<file path="src/rtl/intc_pkg.sv">
package intc_pkg;
   // Register offsets on the peripheral control block.
   localparam logic [7:0] OFF_EOI       = 8'h22;
   localparam logic [7:0] OFF_POLL      = 8'h24;
   localparam logic [7:0] OFF_POLL_STAT = 8'h26;
   localparam logic [7:0] OFF_MASK      = 8'h28;
   localparam logic [7:0] OFF_PRIO_MASK = 8'h2a;
   localparam logic [7:0] OFF_IN_SERV   = 8'h2c;
   localparam logic [7:0] OFF_REQUEST   = 8'h2e;
   localparam logic [7:0] OFF_STATUS    = 8'h30;
   localparam logic [7:0] OFF_CTL_TMR   = 8'h32;
   localparam logic [7:0] OFF_CTL_D0    = 8'h34;
   localparam logic [7:0] OFF_CTL_D1    = 8'h36;
   localparam logic [7:0] OFF_CTL_X0    = 8'h38;
   localparam logic [7:0] OFF_CTL_X1    = 8'h3a;
   localparam logic [7:0] OFF_CTL_X2    = 8'h3c;
   localparam logic [7:0] OFF_CTL_X3    = 8'h3e;
   // Number of master-mode sources, in fixed default order.
   localparam int NSRC = 7;
   // Source index: timer, dma0, dma1, pin0..pin3.
   localparam int SRC_TMR = 0;
   localparam int SRC_D0  = 1;
   localparam int SRC_D1  = 2;
   localparam int SRC_X0  = 3;
   // Bit positions in the in-service, request and mask views.
   localparam int BIT_TMR = 0;
   localparam int BIT_D0  = 2;
   localparam int BIT_D1  = 3;
   localparam int BIT_X0  = 4;
   // Control word fields.
   localparam int CTL_PR_LSB = 0;
   localparam int CTL_MSK    = 3;
   localparam int CTL_LTM    = 4;
   localparam int CTL_CAS    = 5;
   localparam int CTL_SPECIAL_NESTING_SELECT   = 6;
   // Status word fields.
   localparam int STAT_IRT_LSB = 0;
   localparam int STAT_DMA_HALT_FLAG    = 15;
   // End-of-interrupt and poll fields.
   localparam int EOI_TYPE_BIT = 15;
   localparam int POLL_REQ_BIT = 15;
   // Relocation bit that selects slave mode.
   localparam int RELOC_SLAVE_BIT = 14;
   // Reset values.
   localparam logic [2:0] PRIO_LOWEST = 3'h7;
   localparam logic [2:0] PRM_RESET   = 3'h7;
   // Fixed vector types per source.
   localparam logic [4:0] VEC_TMR = 5'h08;
   localparam logic [4:0] VEC_D0  = 5'h0a;
   localparam logic [4:0] VEC_D1  = 5'h0b;
   localparam logic [4:0] VEC_X0  = 5'h0c;
endpackage : intc_pkg

</file>
<file path="src/rtl/interrupt_controller_regs.sv">
`timescale 1ns/1ps
`default_nettype none
// Function
// - Lower priority blocked while in service
// - Acknowledge or poll read sets in-service
// - End-of-interrupt or in-service write clears; shared timer bit
// - Timer request bit ORs three timers
// - Pin request bits live, write-ignored, edge-qualified
// - Internal request set on arrival, cleared acknowledged
// - Request writes touch only DMA bits
// - Mask register and control mask shared
// - Priority mask blocks numerically greater levels
// - Priority mask resets to seven
// - DMA halt: set by NMI, cleared return
// - Three timer bits in status raise request
// - Three-bit priority, zero is highest
// - Pin trigger select: level or edge
// - Cascade or nesting disables pins two, three
// - Specific end-of-interrupt carries vector type
// - End-of-interrupt write-only, type bit selects
// - Poll sets in-service, poll status does not
// - Poll word: request flag plus vector
// - Master after reset; relocation bit selects slave
// - Slave mode select in, request, acknowledge out
// - Reset clears modes, lowest priority, all masked
module interrupt_controller_regs
   import intc_pkg::*;
(
   input  wire  logic        ref_clk,
   input  wire  logic        rst_n,
   input  wire  logic        clk_en,
   input  wire  logic [7:0]  reg_addr,
   input  wire  logic        reg_wr,
   input  wire  logic        reg_rd,
   input  wire  logic [15:0] reg_wdata,
   output logic        [15:0] reg_rdata,
   input  wire  logic [2:0]  timer_req,
   input  wire  logic [1:0]  dma_req,
   input  wire  logic        ext_request_line0,
   input  wire  logic        ext_request_line1,
   input  wire  logic        ext_request_line2,
   input  wire  logic        ext_request_line3,
   input  wire  logic        nmi_event,
   input  wire  logic        return_from_handler,
   input  wire  logic        int_ack,
   input  wire  logic [15:0] reloc_reg,
   input  wire  logic        slave_select,
   output logic              cpu_int,
   output logic        [4:0] ack_vector,
   output logic              dma_halt_flag,
   output logic              slave_request,
   output logic              acknowledge_out,
   output logic              slave_mode
);
   import intc_pkg::*;

   ////////////////////////////////////////////////////////////////////////
   // State.
   logic [NSRC-1:0] in_service_flag_q;
   logic [1:0]      dma_req_q;
   logic [2:0]      per_timer_request_bits_q;
   logic            dma_halt_flag_q;
   logic [2:0]      prio_mask_q;
   logic [2:0]      priority_field_q [NSRC];
   logic [NSRC-1:0] mask_q;
   logic [3:0]      level_trigger_select_q;
   logic [1:0]      cascade_q;
   logic [1:0]      special_nesting_select_q;
   logic [3:0]      pin_prev_q;
   logic [3:0]      pin_armed_q;
   logic [4:0]      vec_q;

   ////////////////////////////////////////////////////////////////////////
   // Decode.
   wire wr_eoi  = reg_wr && reg_addr == OFF_EOI;
   wire wr_mask = reg_wr && reg_addr == OFF_MASK;
   wire wr_prm  = reg_wr && reg_addr == OFF_PRIO_MASK;
   wire wr_is   = reg_wr && reg_addr == OFF_IN_SERV;
   wire wr_req  = reg_wr && reg_addr == OFF_REQUEST;
   wire wr_stat = reg_wr && reg_addr == OFF_STATUS;
   wire rd_poll = reg_rd && reg_addr == OFF_POLL;
   wire [3:0] pins = {ext_request_line3, ext_request_line2,
                      ext_request_line1, ext_request_line0};
   wire [NSRC-1:0] wr_ctl;
   wire [7:0] ctl_off [NSRC];
   assign ctl_off[0] = OFF_CTL_TMR;
   assign ctl_off[1] = OFF_CTL_D0;
   assign ctl_off[2] = OFF_CTL_D1;
   assign ctl_off[3] = OFF_CTL_X0;
   assign ctl_off[4] = OFF_CTL_X1;
   assign ctl_off[5] = OFF_CTL_X2;
   assign ctl_off[6] = OFF_CTL_X3;
   genvar g;
   for (g = 0; g < NSRC; g++) begin : g_wctl
      assign wr_ctl[g] = reg_wr && reg_addr == ctl_off[g];
   end

   assign slave_mode = reloc_reg[RELOC_SLAVE_BIT];
   // Pins two and three unused in cascade or nesting mode.
   wire pins23_off = |cascade_q || |special_nesting_select_q;

   ////////////////////////////////////////////////////////////////////////
   // Request sources.
   // Timer group bit is the OR of three timers.
   wire timer_group_bit = |per_timer_request_bits_q;
   // Level mode requests while high, edge mode only when armed.
   wire [3:0] pin_req;
   for (g = 0; g < 4; g++) begin : g_pin
      assign pin_req[g] = level_trigger_select_q[g] ? pins[g]
                                                    : pins[g] && pin_armed_q[g];
   end
   wire [3:0] pin_ok = slave_mode ? 4'h0 : {~pins23_off, ~pins23_off, 2'b11};
   wire [NSRC-1:0] raw_req = {pin_req & pin_ok, dma_req_q, timer_group_bit};

   ////////////////////////////////////////////////////////////////////////
   // Priority resolution.
   // Lowest level wins, ties by fixed order; a
   // source must beat every in-service level (an in-service pin zero or one with special nesting need not) and pass the priority mask.
   logic [2:0] is_lvl;
   logic       is_any;
   logic [2:0] best_lvl;
   logic       best_hit;
   logic [2:0] best_src;
   logic [2:0] hi_is_src;
   logic       hi_is_hit;
   always_comb begin
      is_lvl = PRIO_LOWEST;
      is_any = 1'b0;
      hi_is_src = 3'h0;
      hi_is_hit = 1'b0;
      for (int i = 0; i < NSRC; i++) begin
         if (in_service_flag_q[i] && (!hi_is_hit || priority_field_q[i] < is_lvl)) begin
            is_lvl = priority_field_q[i];
            is_any = 1'b1;
            hi_is_src = 3'(i);
            hi_is_hit = 1'b1;
         end
      end
      best_lvl = PRIO_LOWEST;
      best_hit = 1'b0;
      best_src = 3'h0;
      for (int i = 0; i < NSRC; i++) begin
         if (raw_req[i] && !mask_q[i] && priority_field_q[i] <= prio_mask_q
             && (!is_any || priority_field_q[i] < is_lvl
                 || (in_service_flag_q[i] && i >= SRC_X0 && i <= SRC_X0 + 1
                     && special_nesting_select_q[i-SRC_X0]))
             && (!best_hit || priority_field_q[i] < best_lvl)) begin
            best_lvl = priority_field_q[i];
            best_hit = 1'b1;
            best_src = 3'(i);
         end
      end
   end
   wire [4:0] best_vec = (best_src == 3'(SRC_TMR)) ? VEC_TMR : VEC_TMR + 5'(best_src) + 5'h01;
   assign cpu_int = best_hit && !slave_mode;
   // Slave request to external master; acknowledge driven while selected.
   assign slave_request = best_hit && slave_mode;
   assign acknowledge_out = slave_mode && slave_select && int_ack;

   ////////////////////////////////////////////////////////////////////////
   // End-of-interrupt decode.
   // Type bit: nonspecific clears highest in-service bit.
   // Specific carries a vector; timer zero type clears timer bit.
   logic [NSRC-1:0] eoi_clr;
   always_comb begin
      eoi_clr = '0;
      if (wr_eoi) begin
         if (reg_wdata[EOI_TYPE_BIT]) begin
            if (hi_is_hit) eoi_clr[hi_is_src] = 1'b1;
         end else begin
            for (int i = 0; i < NSRC; i++) begin
               if (reg_wdata[4:0] == (i == 0 ? VEC_TMR : VEC_TMR + 5'(i) + 5'h01))
                  eoi_clr[i] = 1'b1;
            end
         end
      end
   end
   // Acknowledge or poll read sets the winner's in-service bit.
   wire take = (int_ack || rd_poll) && best_hit;
   wire [NSRC-1:0] ack_set = take ? (NSRC'(1) << best_src) : '0;

   ////////////////////////////////////////////////////////////////////////
   // In-service, request and status state.
   // Cleared only by end-of-interrupt or software write.
   // Internal requests cleared on acknowledge; set wins over clear.
   // Halt flag: NMI or software sets, return clears.
   always_ff @(posedge ref_clk or negedge rst_n) begin
      if (!rst_n) begin
         in_service_flag_q <= '0;
         dma_req_q <= 2'b00;
         per_timer_request_bits_q <= 3'b000;
         dma_halt_flag_q <= 1'b0;
         vec_q <= 5'h00;
      end else if (clk_en) begin
         if (wr_is)
            in_service_flag_q <= {reg_wdata[BIT_X0 +: 4], reg_wdata[BIT_D1],
                                  reg_wdata[BIT_D0], reg_wdata[BIT_TMR]} | ack_set;
         else
            in_service_flag_q <= (in_service_flag_q & ~eoi_clr) | ack_set;
         // Only DMA bits are writable in the request view.
         if (wr_req)
            dma_req_q <= {reg_wdata[BIT_D1], reg_wdata[BIT_D0]} | dma_req;
         else
            dma_req_q <= (dma_req_q & ~ack_set[SRC_D1:SRC_D0]) | dma_req;
         // Status timer bits each raise a timer request.
         if (wr_stat)
            per_timer_request_bits_q <= reg_wdata[STAT_IRT_LSB +: 3] | timer_req;
         else if (ack_set[SRC_TMR])
            per_timer_request_bits_q <= timer_req;
         else
            per_timer_request_bits_q <= per_timer_request_bits_q | timer_req;
         if (nmi_event || (wr_stat && reg_wdata[STAT_DMA_HALT_FLAG]))
            dma_halt_flag_q <= 1'b1;
         else if (return_from_handler || wr_stat)
            dma_halt_flag_q <= 1'b0;
         if (take) vec_q <= best_vec;
      end
   end
   assign dma_halt_flag = dma_halt_flag_q;
   assign ack_vector = vec_q;

   ////////////////////////////////////////////////////////////////////////
   // Configuration state.
   // One mask bit per source shared by both views.
   // Priority mask loads seven on reset.
   always_ff @(posedge ref_clk or negedge rst_n) begin
      if (!rst_n) begin
         prio_mask_q <= PRM_RESET;
         mask_q <= '1;
         level_trigger_select_q <= 4'h0;
         cascade_q <= 2'b00;
         special_nesting_select_q <= 2'b00;
         for (int i = 0; i < NSRC; i++) priority_field_q[i] <= PRIO_LOWEST;
      end else if (clk_en) begin
         if (wr_prm) prio_mask_q <= reg_wdata[2:0];
         if (wr_mask)
            mask_q <= {reg_wdata[BIT_X0 +: 4], reg_wdata[BIT_D1],
                       reg_wdata[BIT_D0], reg_wdata[BIT_TMR]};
         for (int i = 0; i < NSRC; i++) begin
            if (wr_ctl[i]) begin
               priority_field_q[i] <= reg_wdata[CTL_PR_LSB +: 3];
               mask_q[i] <= reg_wdata[CTL_MSK];
               if (i >= SRC_X0) level_trigger_select_q[i-SRC_X0] <= reg_wdata[CTL_LTM];
               if (i == SRC_X0 || i == SRC_X0 + 1) begin
                  cascade_q[i-SRC_X0] <= reg_wdata[CTL_CAS];
                  special_nesting_select_q[i-SRC_X0] <= reg_wdata[CTL_SPECIAL_NESTING_SELECT];
               end
            end
         end
      end
   end

   ////////////////////////////////////////////////////////////////////////
   // Edge arming: a pin rearms only after it was seen low.
   // Acknowledge disarms; a held-high line stays disarmed.
   always_ff @(posedge ref_clk or negedge rst_n) begin
      if (!rst_n) begin
         pin_prev_q <= 4'h0;
         pin_armed_q <= 4'h0;
      end else if (clk_en) begin
         pin_prev_q <= pins;
         for (int i = 0; i < 4; i++) begin
            if (ack_set[SRC_X0+i]) pin_armed_q[i] <= 1'b0;
            else if (pins[i] && !pin_prev_q[i]) pin_armed_q[i] <= 1'b1;
            else if (!pins[i]) pin_armed_q[i] <= 1'b0;
         end
      end
   end

   ////////////////////////////////////////////////////////////////////////
   // Read data, returned combinationally in the access cycle.
   // Poll words carry request flag and vector.
   wire [15:0] poll_w = {best_hit, 10'h000, best_vec};
   wire [15:0] is_view = {8'h00, in_service_flag_q[6:3], in_service_flag_q[SRC_D1],
                          in_service_flag_q[SRC_D0], 1'b0, in_service_flag_q[SRC_TMR]};
   wire [15:0] msk_view = {8'h00, mask_q[6:3], mask_q[SRC_D1], mask_q[SRC_D0],
                           1'b0, mask_q[SRC_TMR]};
   wire [15:0] req_view = {8'h00, pin_req, dma_req_q, 1'b0, timer_group_bit};
   logic [15:0] ctl_view;
   always_comb begin
      ctl_view = 16'h0000;
      for (int i = 0; i < NSRC; i++) begin
         if (reg_addr == ctl_off[i]) begin
            ctl_view[CTL_PR_LSB +: 3] = priority_field_q[i];
            ctl_view[CTL_MSK] = mask_q[i];
            if (i >= SRC_X0) ctl_view[CTL_LTM] = level_trigger_select_q[i-SRC_X0];
            if (i == SRC_X0 || i == SRC_X0 + 1) begin
               ctl_view[CTL_CAS] = cascade_q[i-SRC_X0];
               ctl_view[CTL_SPECIAL_NESTING_SELECT] = special_nesting_select_q[i-SRC_X0];
            end
         end
      end
   end
   always_comb begin
      case (reg_addr)
         OFF_POLL, OFF_POLL_STAT: reg_rdata = poll_w;
         OFF_MASK:                reg_rdata = msk_view;
         OFF_PRIO_MASK:           reg_rdata = {13'h0000, prio_mask_q};
         OFF_IN_SERV:             reg_rdata = is_view;
         OFF_REQUEST:             reg_rdata = req_view;
         OFF_STATUS:              reg_rdata = {dma_halt_flag_q, 12'h000, per_timer_request_bits_q};
         default:                 reg_rdata = ctl_view;
      endcase
   end
endmodule : interrupt_controller_regs
`default_nettype wire

</file>
<file path="config.mk">
export PLATFORM = sky130hd
export DESIGN_NAME = interrupt_controller_regs
export DESIGN_NICKNAME = d
export VERILOG_FILES = /design/src/rtl/intc_pkg.sv /design/src/rtl/interrupt_controller_regs.sv
export SDC_FILE = /design/constraint.sdc
export NUM_CORES = 1
export LEC_CHECK = 0
export ABC_AREA = 1
export BUFFER_PORTS_ARGS = -buffer_cell sky130_fd_sc_hd__buf_2
export CORE_ASPECT_RATIO = 1.75
export CORE_MARGIN = 5
export CORE_UTILIZATION = 31
export DETAILED_ROUTE_END_ITERATION = 8
export MAX_ROUTING_LAYER = met4
export PLACE_DENSITY_LB_ADDON = 0.3
export SLEW_MARGIN = 10
export SYNTH_ARGS = -nofsm -noshare
export SYNTH_HDL_FRONTEND = slang
export SYNTH_SLANG_ARGS = --single-unit
</file>
<file path="constraint.sdc">
create_clock -name ref_clk -period 27.6 [get_ports ref_clk]
set_input_delay 0 -clock ref_clk [delete_from_list [all_inputs] [get_ports ref_clk]]
set_output_delay 0 -clock ref_clk [all_outputs]
set_load 0.01 [all_outputs]
</file>
==> results.py, run 1 <==
metrics = {
    "synthesis": {
        "synth-seq-cells": 65,
        "synth_simple_gate_area_share_pct": 33.8,
        "postSynthAreaPerCell_sq_um": 6.64,
        "synthCells": 918,
        "async_reset_ff_share_pct": 100,
        "synth_compound_gate_area_share_pct": 19.1,
        "synth.distinct_cells": 41,
        "yosys.area_share.adder_pct": 9.85,
        "yosysSeqAreaShare_pct": 27.3,
        "synth_edf_count": 0,
        "yosysWarnings": 0,
        "synthXorXnorAreaFrac_pct": 0,
        "synth_area_sq_mm": 0.00610,
        "synth_mux_area_share_pct": 0,
        "synth_top_family_by_area": "simple AND/OR/NAND/NOR gates",
        "synth_ff_type": "dfrtp_1",
    },
    "hold_path": {
        "hold_path_class": "input port to register",
        "hold_path_startpoint": "reg_wdata[3]",
        "hold_path_end": "mask_q[1]$_DFFE_PN1P_",
        "hold_depth": 3,
    },
    "route": {
        "num_vias": 6607,
        "first_pass_iters": 5,
        "drtIter0Drc": 468,
        "post_drt_wl_per_cell_um": 19.5,
        "drc_errors": 0,
        "ant_nets": 0,
        "avgViaCountPerCell": 5.33,
        "routed_wl_um": 24200,
    },
    "worst_setup_path": {
        "crit_type": "register to output pin",
        "crit_path_frequent_cell": "nand2_1",
        "path_max_fanout": 10,
        "crit_path_top_delay_cell": "o21ai_0",
        "worstSetupStartpointType": "register",
        "r2r_slack_ps": 12830,
        "critPathCaptureType": "output pin",
        "critPathMaxStageDelay_ps": 530,
        "r2r_end": "dma_req_q[0]$_DFFE_PN0P_",
        "r2r-start": "in_service_flag_q[0]$_DFFE_PN0P_",
        "r2r_cells": 111,
        "critPathRequiredTime_ps": 27600,
        "cp.arrival_ps": 15700,
    },
    "global_route": {
        "grtUsageTotal_pct": 22.3,
        "first_global_vias": 6566,
        "grt.overflow.total": 0,
        "antenna_found_initial": 0,
        "grt_pass1_wl_um": 37000,
        "grt_max_degree": 66,
    },
    "clock_network": {
        "cts_tree": "done",
        "cts_htree_levels": 3,
        "clock_latency_ps": 350,
        "cts_resized": 0,
        "cts_buffers": 9,
        "clockRootBuffer": "clkbuf_16",
        "clock-sinks": 65,
        "clk_pin_slew_ps": 60,
        "cts_buffer_depth": 2,
    },
    "sta": {
        "layout_min_cycle_time_ps": 15700,
        "slew_violations": 0,
        "rsz0062_at_grt": "no",
        "worst_pin_slew_ps": 1200,
        "tns_ps": 0,
        "final_hold_viol_count": 0,
        "fmax_mhz": 63.7,
        "fin_skew_ps": 5.67,
        "slew_headroom_pct": 17.8,
        "finalSetupViolCount": 0,
        "period_share_pct": 56.9,
    },
    "die": {
        "die_h_um": 196,
        "die_area_sq_mm": 0.0227,
        "die_x_um": 116,
        "row_count": 68,
        "num_io_pins": 84,
        "initial_utilization_pct": 31.2,
        "core_sq_mm": 0.0196,
    },
    "finish": {
        "area_growth_pct": 16.1,
        "nets": 1095,
        "num_antenna_cells": 0,
        "drive_above_1_share_pct": 15.7,
    },
    "placed_design": {
        "dp_hpwl_um": 19400,
        "gp_congestion": 0.997,
        "port-buffer-count": 54,
    },
    "run_status": {
        "outcome": "complete, no violations",
    },
    "run": {
        "cap_viol_max_count": 0,
    },
}
-- layout make-up --
cell class	instances	area, sq um
Fill cell	2187	12500
Clock buffer	9	225
Inverter	132	495
Multi-Input combinational cell	707	3850
Tap cell	245	307
Sequential cell	65	1670
Timing Repair Buffer	74	465
Clock inverter	7	70.1
-- worst max-delay path, delay by kind of cell (launching register included) --
family                   cells  cell delay (ps)
AO/OA/AOI/OAI               17             4610
AND/OR/NAND/NOR             62             4990
buffers and inverters       15             1250
flip-flops                   1              470
adder cells (fa/ha/maj)     14             3990
-- metrics by stage --
| step | util, % | hold slack [ps] | area [sq um] | std cells | setup WS, ps |
|---|---|---|---|---|---|
| 2_1_floorplan | - | -296 | 6120 | 924 | 15430 |
| 3_3_place_gp | 33.7 | 233 | 6600 | 1205 | 12380 |
| 3_5_place_dp | 33.7 | 232 | 6600 | 1205 | 12140 |
| 4_1_cts | 36.2 | 6.30 | 7080 | 1239 | 11740 |
| 5_1_grt | 36.2 | 20.5 | 7080 | 1239 | 10450 |
| 6_report | 36.2 | 18.1 | 7080 | 1239 | 11900 |
-- Yosys cell counts, types with 2 or more instances --
library cell	n	share of area [%]
a32oi_1	2	0.29
o21ai_1	4	0.33
a31o_2	3	0.43
inv_1	126	7.8
a22oi_1	2	0.25
a221oi_1	14	2.0
o21ai_0	71	5.8
a31oi_1	16	1.6
a21oi_2	2	0.29
nand2_1	232	14
o2111ai_1	7	1.0
nand3_1	85	7.0
nor2_1	77	4.7
dfstp_2	31	13
nand4_1	6	0.62
o22ai_1	5	0.51
o211ai_1	2	0.25
nand3_2	3	0.49
nor3_1	14	1.1
dfrtp_1	34	14
a211oi_1	8	0.98
buf_2	2	0.16
a2111oi_0	4	0.57
nand2_2	24	2.5
clkinv_1	3	0.18
or2_2	7	0.72
o31ai_1	2	0.25
a21oi_1	42	3.4
inv_2	3	0.18
nand2_4	11	2.0
o21a_1	3	0.37
buf_4	9	1.1
clkbuf_1	9	0.55
ha_1	48	9.8
-- cell usage in the layout (no fill, tap or decap), types with 2 or more instances in the layout --
| master | instances |
|---|---|
| or2_2 | 7 |
| conb_1 | 7 |
| buf_2 | 54 |
| nor3_1 | 14 |
| inv_2 | 3 |
| ha_1 | 48 |
| nand2_2 | 24 |
| a21oi_1 | 42 |
| a22oi_1 | 2 |
| a21oi_2 | 2 |
| nand3_2 | 3 |
| a31o_2 | 3 |
| dlygate4sd3_1 | 18 |
| a31oi_1 | 16 |
| a32oi_1 | 2 |
| nand3_1 | 85 |
| o21ai_1 | 4 |
| o21ai_0 | 71 |
| dfstp_2 | 31 |
| dfrtp_1 | 34 |
| o22ai_1 | 5 |
| clkbuf_16 | 9 |
| a2111oi_0 | 3 |
| o31ai_1 | 2 |
| o2111ai_1 | 7 |
| a221oi_1 | 14 |
| o21a_1 | 3 |
| nand2_4 | 11 |
| nand2_1 | 232 |
| buf_4 | 2 |
| clkinv_1 | 4 |
| clkinvlp_4 | 3 |
| a211oi_1 | 8 |
| inv_1 | 126 |
| nand4_1 | 6 |
| o211ai_1 | 2 |
| nor2_1 | 77 |
-- metal layers --
layer,vias to the layer above,part of all wire (%),GRT usage [%]
met2,214,54,40.3
met5,-,0,-
met3,84,3.5,1.89
met1,3088,36,22.3
li1,3221,-,-
met4,0,7.0,14.2
-- state kept, by name, summed over array words and instances, names as in the netlist --
register	count
dma_halt_flag	1
in_service_flag_q	7
dma_req_q	2
per_timer_request_bits_q	3
pin_prev_q	4
cascade_q	2
prio_mask_q	3
pin_armed_q	4
special_nesting_select_q	2
priority_field_q	21
ack_vector	5
mask_q	7
level_trigger_select_q	4
-- cells by family after synthesis --
logic type / count (synthesis)
simple gates: 461
flops: 65
other cells: 1
compound gates: 191
buf+inv: 152
fa+ha+maj: 48
-- how the worst max path moves through the flow --
stage	start	to	slack, ps	cells past startpoint
6_report	in_service_flag_q[0]$_DFFE_PN0P_	reg_rdata[1]	11900	108
5_1_grt	in_service_flag_q[0]$_DFFE_PN0P_	reg_rdata[1]	10450	112
4_1_cts	in_service_flag_q[0]$_DFFE_PN0P_	reg_rdata[1]	11740	108
2_1_floorplan	priority_field_q[20]$_DFFE_PN1P_	reg_rdata[1]	15430	106
3_3_place_gp	in_service_flag_q[0]$_DFFE_PN0P_	reg_rdata[1]	12380	108
3_5_place_dp	in_service_flag_q[0]$_DFFE_PN0P_	reg_rdata[1]	12140	108
-- timing repair --
action | CTS | global route
buffers inserted | 0 | 0
hold endpoints to repair | 56 | 0
hold buffers | 18 | 0
Power of run 1 is not shown: default switching activity piles up to over one toggle a cycle in this logic, so the estimate is an artifact.
==> run 2, diff against run 1 <==
--- a/config.mk
+++ b/config.mk
@@ -5,7 +5,7 @@
 export SDC_FILE = /design/constraint.sdc
 export NUM_CORES = 1
 export LEC_CHECK = 0
-export ABC_AREA = 1
+export ABC_AREA = 0
 export BUFFER_PORTS_ARGS = -buffer_cell sky130_fd_sc_hd__buf_2
 export CORE_ASPECT_RATIO = 1.75
 export CORE_MARGIN = 5
==> constraint.sdc (replaced) <==
create_clock -name ref_clk -period 13.09 [get_ports ref_clk]
set_input_delay 0 -clock ref_clk [delete_from_list [all_inputs] [get_ports ref_clk]]
set_output_delay 0 -clock ref_clk [all_outputs]
set_load 0.01 [all_outputs]
==> run 2 against run 1 <==
Synthesized cell count decreased by 12%; the run now ends with negative setup slack left; setup slack got worse by 13000 ps; highest routed layer unchanged; clock skew increased by 6.4 ps.
==> results.py, run 2 <==
metrics = {
    "worst_setup_path": {
        "cp.depth": 83,
        "crit_family": "compound AO/OA/AOI/OAI gates",
        "critPathRequiredTime_ps": 13090,
        "crit_path_frequent_cell": "buf_4",
        "critPathMaxStageDelay_ps": 550,
        "cp.buffers_inverters": 17,
        "crit_type": "register to output pin",
        "r2r_cells": 86,
        "critPathCaptureType": "output pin",
        "crit_path_top_delay_cell": "dfstp_2",
        "cp.arrival_ps": 14240,
        "worstSetupStartpointType": "register",
        "path_max_fanout": 5,
    },
    "route": {
        "num_vias": 7625,
        "ant_nets": 0,
        "routed_wl_um": 29300,
        "first_pass_iters": 5,
        "drc_errors": 0,
        "avgViaCountPerCell": 5.79,
        "drtIter0Drc": 479,
        "post_drt_wl_per_cell_um": 22.3,
    },
    "sta": {
        "final_hold_viol_count": 0,
        "worst_slack_ps": -1150,
        "period_share_pct": 109,
        "tns_ps": -20510,
        "layout_min_cycle_time_ps": 14240,
        "slew_headroom_pct": 29.7,
        "worst_pin_slew_ps": 1050,
        "rsz0062_at_grt": "yes",
        "fmax_mhz": 70.2,
        "fin_skew_ps": 12.1,
        "hold_ws_ps": 31.2,
        "slew_violations": 0,
        "finalSetupViolCount": 24,
    },
    "finish": {
        "top_register": "priority_field_q",
        "num_antenna_cells": 0,
        "drive_above_1_share_pct": 45.3,
        "multi_input_area_sq_mm": 0.00515,
        "final_area_sq_mm": 0.00976,
        "reg_top3": "priority_field_q x21, in_service_flag_q x7, mask_q x7",
        "final_common_cell": "buf_4",
        "ff_latch_area_sq_mm": 0.00167,
        "area_growth_pct": 51.6,
        "largest_reg_flops": 21,
        "final.fill_count": 1958,
        "final_util_pct": 47.9,
        "final_cell_mix": "201 x buf_4, 80 x nand2_1, 64 x o21ai_0",
        "nets": 1169,
    },
    "clock_network": {
        "cts_tree": "done",
        "clk_pin_slew_ps": 60,
        "cts_buffer_depth": 2,
        "cts_buffers": 9,
        "cts_htree_levels": 3,
        "clock_latency_ps": 350,
        "clock-sinks": 65,
        "clockRootBuffer": "clkbuf_16",
    },
    "synthesis": {
        "synth_edf_count": 0,
        "synth_top_family_by_area": "compound AO/OA/AOI/OAI gates",
        "async_reset_ff_share_pct": 100,
        "synth_compound_gate_area_share_pct": 31.6,
        "yosysWarnings": 0,
        "synth_ff_type": "dfrtp_1",
        "ys_top_cells_by_count": "93 x nand2_1, 73 x o21ai_0, 69 x nor2_1",
        "yosysMostFrequentCell": "nand2_1",
        "synth_area_sq_mm": 0.00644,
        "synthXorXnorAreaFrac_pct": 0,
        "yosysSeqAreaShare_pct": 25.9,
        "yosysTopAreaCell": "dfrtp_1",
        "synth.area.top_cells": "dfrtp_1 13%, dfstp_2 13%, ha_1 9.3%",
        "synth-seq-cells": 65,
        "postSynthAreaPerCell_sq_um": 8.01,
        "synth.distinct_cells": 81,
        "synth_mux_area_share_pct": 5.07,
        "yosys.area_share.adder_pct": 9.79,
        "synth_simple_gate_area_share_pct": 21.2,
        "synth.top_cell.area_share_pct": 13.2,
        "synthCells": 804,
    },
    "placed_design": {
        "gp_congestion": 1.02,
        "port-buffer-count": 54,
        "dpl-instance-area_sq_mm": 0.00822,
        "dp_hpwl_um": 22200,
    },
    "run": {
        "cap_viol_max_count": 0,
    },
    "global_route": {
        "first_global_vias": 7859,
        "antenna_found_initial": 0,
        "grtUsageTotal_pct": 24.8,
        "grt_max_degree": 66,
        "grt_pass1_wl_um": 44400,
        "grt.overflow.total": 0,
    },
    "die": {
        "row_count": 69,
        "die_h_um": 201,
        "initial_utilization_pct": 31.6,
        "core_sq_mm": 0.0204,
        "die_area_sq_mm": 0.0239,
        "num_io_pins": 84,
        "die_x_um": 119,
    },
    "hold_path": {
        "hold_depth": 4,
        "hold_path_class": "input port to register",
    },
    "run_status": {
        "violations": "negative setup slack",
        "outcome": "finished with violations",
    },
    "power": {
        "leakage_nw": 4.39,
        "powerDensity_mw_per_mm2": 210,
        "ir_drop_uv": 144,
    },
}
run 2: worst paths after layout:
check	from	end	slack [ps]
max	priority_field_q[20]$_DFFE_PN1P_	reg_rdata[4]	-1150
min	dma_req[1]	dma_req_q[1]$_DFFE_PN0P_	30
max reg2reg	priority_field_q[20]$_DFFE_PN1P_	in_service_flag_q[0]$_DFFE_PN0P_	-910
min reg2reg	ack_vector[3]$_DFFE_PN0P_	ack_vector[3]$_DFFE_PN0P_	480
max in group asynchronous	rst_n	special_nesting_select_q[0]$_DFFE_PN0P_	12040
min in group asynchronous	rst_n	in_service_flag_q[0]$_DFFE_PN0P_	390
run 2: worst min-delay path, stage by stage:
cell,delay [ps]
buf_2,80
a31oi_1,30
a21oi_1,130
a31o_2,110
run 2: timing repair:
action	CTS	global route
setup endpoints to repair	24	24
hold buffers	11	0
gates resized for setup	66	51
setup buffers	58	19
pin swaps	49	47
hold endpoints to repair	51	0
run 2: where the power goes:
part           switching (mW)  internal [mW]
logic                   0.719          0.792
registers              0.0384          0.229
clock network           0.107          0.169
run 2: metrics by stage:
step / setup slack (ps) / std cells / total power [mW]
finish: -1150 / 1316 / 2.05
CTS: -1040 / 1299 / 1.92
floorplan: -905 / 810 / 0.877
global placement: -965 / 1216 / 1.37
global route: -1960 / 1316 / 2.16
detailed placement: -1200 / 1216 / 1.37
run 2: metal layers:
metal  track usage, %  wire length [um]
met5                -                 0
met4             22.0              2870
met3             3.21              1370
met2             43.4             15100
met1             23.3              9980
run 2: cells by family after synthesis:
kind of cell | after synthesis
flip-flops | 65
buffers and inverters | 93
AO/OA/AOI/OAI | 284
AND/OR/NAND/NOR | 280
multiplexers | 30
other | 1
adder cells (fa/ha/maj) | 51
run 2: final cells by class:
cell class / instances / area share [%]
multi-input cells: 652 / 52.7
repair buffers: 284 / 21.6
flip-flops and latches: 65 / 17.1
well taps: 248 / 3.18
clock buffers: 9 / 2.31
inverters: 51 / 2.11
clock inverters: 7 / 1.04
Power figures use the tool's default switching activity.
==> run 3, diff against run 2 <==
--- a/config.mk
+++ b/config.mk
@@ -8,7 +8,7 @@
 export ABC_AREA = 0
 export BUFFER_PORTS_ARGS = -buffer_cell sky130_fd_sc_hd__buf_2
 export CORE_ASPECT_RATIO = 1.75
-export CORE_MARGIN = 5
+export CORE_MARGIN = 2
 export CORE_UTILIZATION = 31
 export DETAILED_ROUTE_END_ITERATION = 8
 export MAX_ROUTING_LAYER = met4
==> run 3 against run 2 <==
Final cell count shrank 0.15%; sequential power hardly changed; largest cell class unchanged; count of clock-buffer cells in the layout did not move; hold slack improved by 5.8 ps; largest power group unchanged; highest routed layer unchanged; the flow finishes with violations (design-rule violations, negative setup slack); global-route usage grew 2.3 points; via count grew 0.43%; sequential share of layout area is essentially flat; critical path depth rose by 1.
==> results.py, run 3 (synthesis results as in run 2) <==
metrics = {
    "route": {
        "drc_errors": 2,
        "first_pass_iters": 7,
        "drtIter0Drc": 477,
        "num_vias": 7658,
        "routed_wl_um": 29600,
        "post_drt_wl_per_cell_um": 22.5,
        "avgViaCountPerCell": 5.83,
        "ant_nets": 0,
    },
    "die": {
        "die_x_um": 113,
        "initial_utilization_pct": 31.6,
        "row_count": 69,
        "die_area_sq_mm": 0.0220,
        "die_h_um": 195,
        "core_sq_mm": 0.0204,
        "num_io_pins": 84,
    },
    "finish": {
        "nets": 1167,
        "drive_above_1_share_pct": 45.8,
        "final_cell_mix": "204 x buf_4, 81 x nand2_1, 63 x o21ai_0",
        "final.fill_count": 1950,
        "reg_top3": "priority_field_q x21, in_service_flag_q x7, mask_q x7",
        "final_common_cell": "buf_4",
        "area_growth_pct": 51.8,
        "num_antenna_cells": 0,
        "largest_reg_flops": 21,
        "layout.cells.non_filler": 1314,
        "top_register": "priority_field_q",
    },
    "hold_path": {
        "hold_path_class": "input port to register",
        "hold_depth": 4,
    },
    "worst_setup_path": {
        "critPathMaxStageDelay_ps": 550,
        "cp.arrival_ps": 14540,
        "crit_type": "register to output pin",
        "critPathRequiredTime_ps": 13090,
        "crit_path_top_delay_cell": "dfstp_2",
        "worstSetupStartpointType": "register",
        "r2r_cells": 86,
        "path_max_fanout": 5,
        "critPathCaptureType": "output pin",
    },
    "clock_network": {
        "clock-sinks": 65,
        "cts_buffer_depth": 2,
        "cts_buffers": 9,
        "clock_latency_ps": 360,
        "clockRootBuffer": "clkbuf_16",
        "clk_pin_slew_ps": 60,
        "cts_tree": "done",
        "cts_htree_levels": 3,
    },
    "run_status": {
        "outcome": "finished with violations",
        "violations": "design-rule violations, negative setup slack",
    },
    "placed_design": {
        "dp_cells": 1220,
        "dp_hpwl_um": 22100,
        "port-buffer-count": 54,
        "gp_congestion": 0.991,
    },
    "power": {
        "ir_drop_uv": 137,
        "powerDensity_mw_per_mm2": 202,
        "leakage_nw": 4.37,
    },
    "run": {
        "cap_viol_max_count": 0,
    },
    "sta": {
        "worst_slack_ps": -1450,
        "final_hold_viol_count": 0,
        "finalSetupViolCount": 24,
        "rsz0062_at_grt": "yes",
        "fmax_mhz": 68.8,
        "period_share_pct": 111,
        "worst_pin_slew_ps": 1010,
        "fin_skew_ps": 9.80,
        "slew_violations": 0,
        "layout_min_cycle_time_ps": 14540,
        "tns_ps": -26040,
        "slew_headroom_pct": 32.1,
    },
    "global_route": {
        "grt.overflow.total": 0,
        "grtUsageTotal_pct": 27.1,
        "antenna_found_initial": 0,
        "grt_pass1_wl_um": 44000,
        "grt_max_degree": 66,
        "first_global_vias": 7702,
    },
}
-- run 3: changes by cell type in the layout (fill, tap and decap cells not counted), moves of 3 or more --
cell / previous run / this run
buf_4: 201 / 204
o21ai_1: 4 / 8
nand3_2: 3 / 0
nand3_1: 11 / 14
buf_6: 18 / 13
-- run 3: cell type report --
type	instances	area, sq um	share of cell area [%]
multi-input combinational	652	5210	53.3
timing repair buffer	282	2070	21.2
sequential	65	1670	17.0
tap	248	310	3.17
clock buffer	9	225	2.30
inverter	51	211	2.16
clock inverter	7	83.8	0.858
-- run 3: worst paths after layout --
kind / start / end / slack (ps)
worst max-delay path: priority_field_q[20]$_DFFE_PN1P_ / reg_rdata[4] / -1450
worst min-delay path: dma_req[1] / dma_req_q[1]$_DFFE_PN0P_ / 40
worst max register to register: priority_field_q[20]$_DFFE_PN1P_ / in_service_flag_q[3]$_DFFE_PN0P_ / -1230
worst min register to register: ack_vector[3]$_DFFE_PN0P_ / ack_vector[3]$_DFFE_PN0P_ / 470
max in group asynchronous: rst_n / cascade_q[0]$_DFFE_PN0P_ / 12100
min in group asynchronous: rst_n / per_timer_request_bits_q[2]$_DFFE_PN0P_ / 390
-- run 3: worst max-delay path: cells and delay by family (launching register included) --
| family | cells | cell delay [ps] |
|---|---|---|
| compound gates | 32 | 5980 |
| mux | 3 | 830 |
| simple gates | 22 | 2420 |
| fa+ha+maj | 11 | 2610 |
| buf+inv | 16 | 1780 |
| flops | 1 | 550 |
-- run 3: through the flow --
step / hold slack [ps] / cell area (sq um) / util (%) / power (mW) / worst slack, ps
after floorplan: -296 / 6750 / - / 0.877 / -905
after CTS: 13.3 / 9300 / 45.7 / 1.81 / -1050
final: 37.0 / 9770 / 48.0 / 1.98 / -1450
after detailed placement: 257 / 8250 / 40.5 / 1.37 / -1360
after global routing: 64.1 / 9770 / 48.0 / 2.09 / -2110
after global placement: 250 / 8250 / 40.5 / 1.36 / -1030
-- run 3: report_power, final --
part / internal (mW) / total, mW / leakage [nW] / switching [mW]
registers: 0.229 / 0.266 / 0.736 / 0.0371
clock network: 0.151 / 0.262 / 0.149 / 0.110
logic: 0.736 / 1.45 / 3.48 / 0.712
-- run 3: repair_timing --
| action | CTS | global route |
|---|---|---|
| pin swaps | 60 | 73 |
| endpoints found under the hold margin | 48 | 0 |
| hold buffers | 10 | 0 |
| endpoints found under the setup margin | 24 | 24 |
| resized for setup | 58 | 64 |
| buffers inserted | 49 | 23 |
-- run 3: metal layers --
layer | wire (um) | global-route usage, % | share of wire [%]
met1 | 9960 | 26.0 | 34
met2 | 15300 | 48.0 | 52
met3 | 1210 | 2.53 | 4.1
met4 | 3130 | 23.2 | 11
met5 | 0 | - | 0
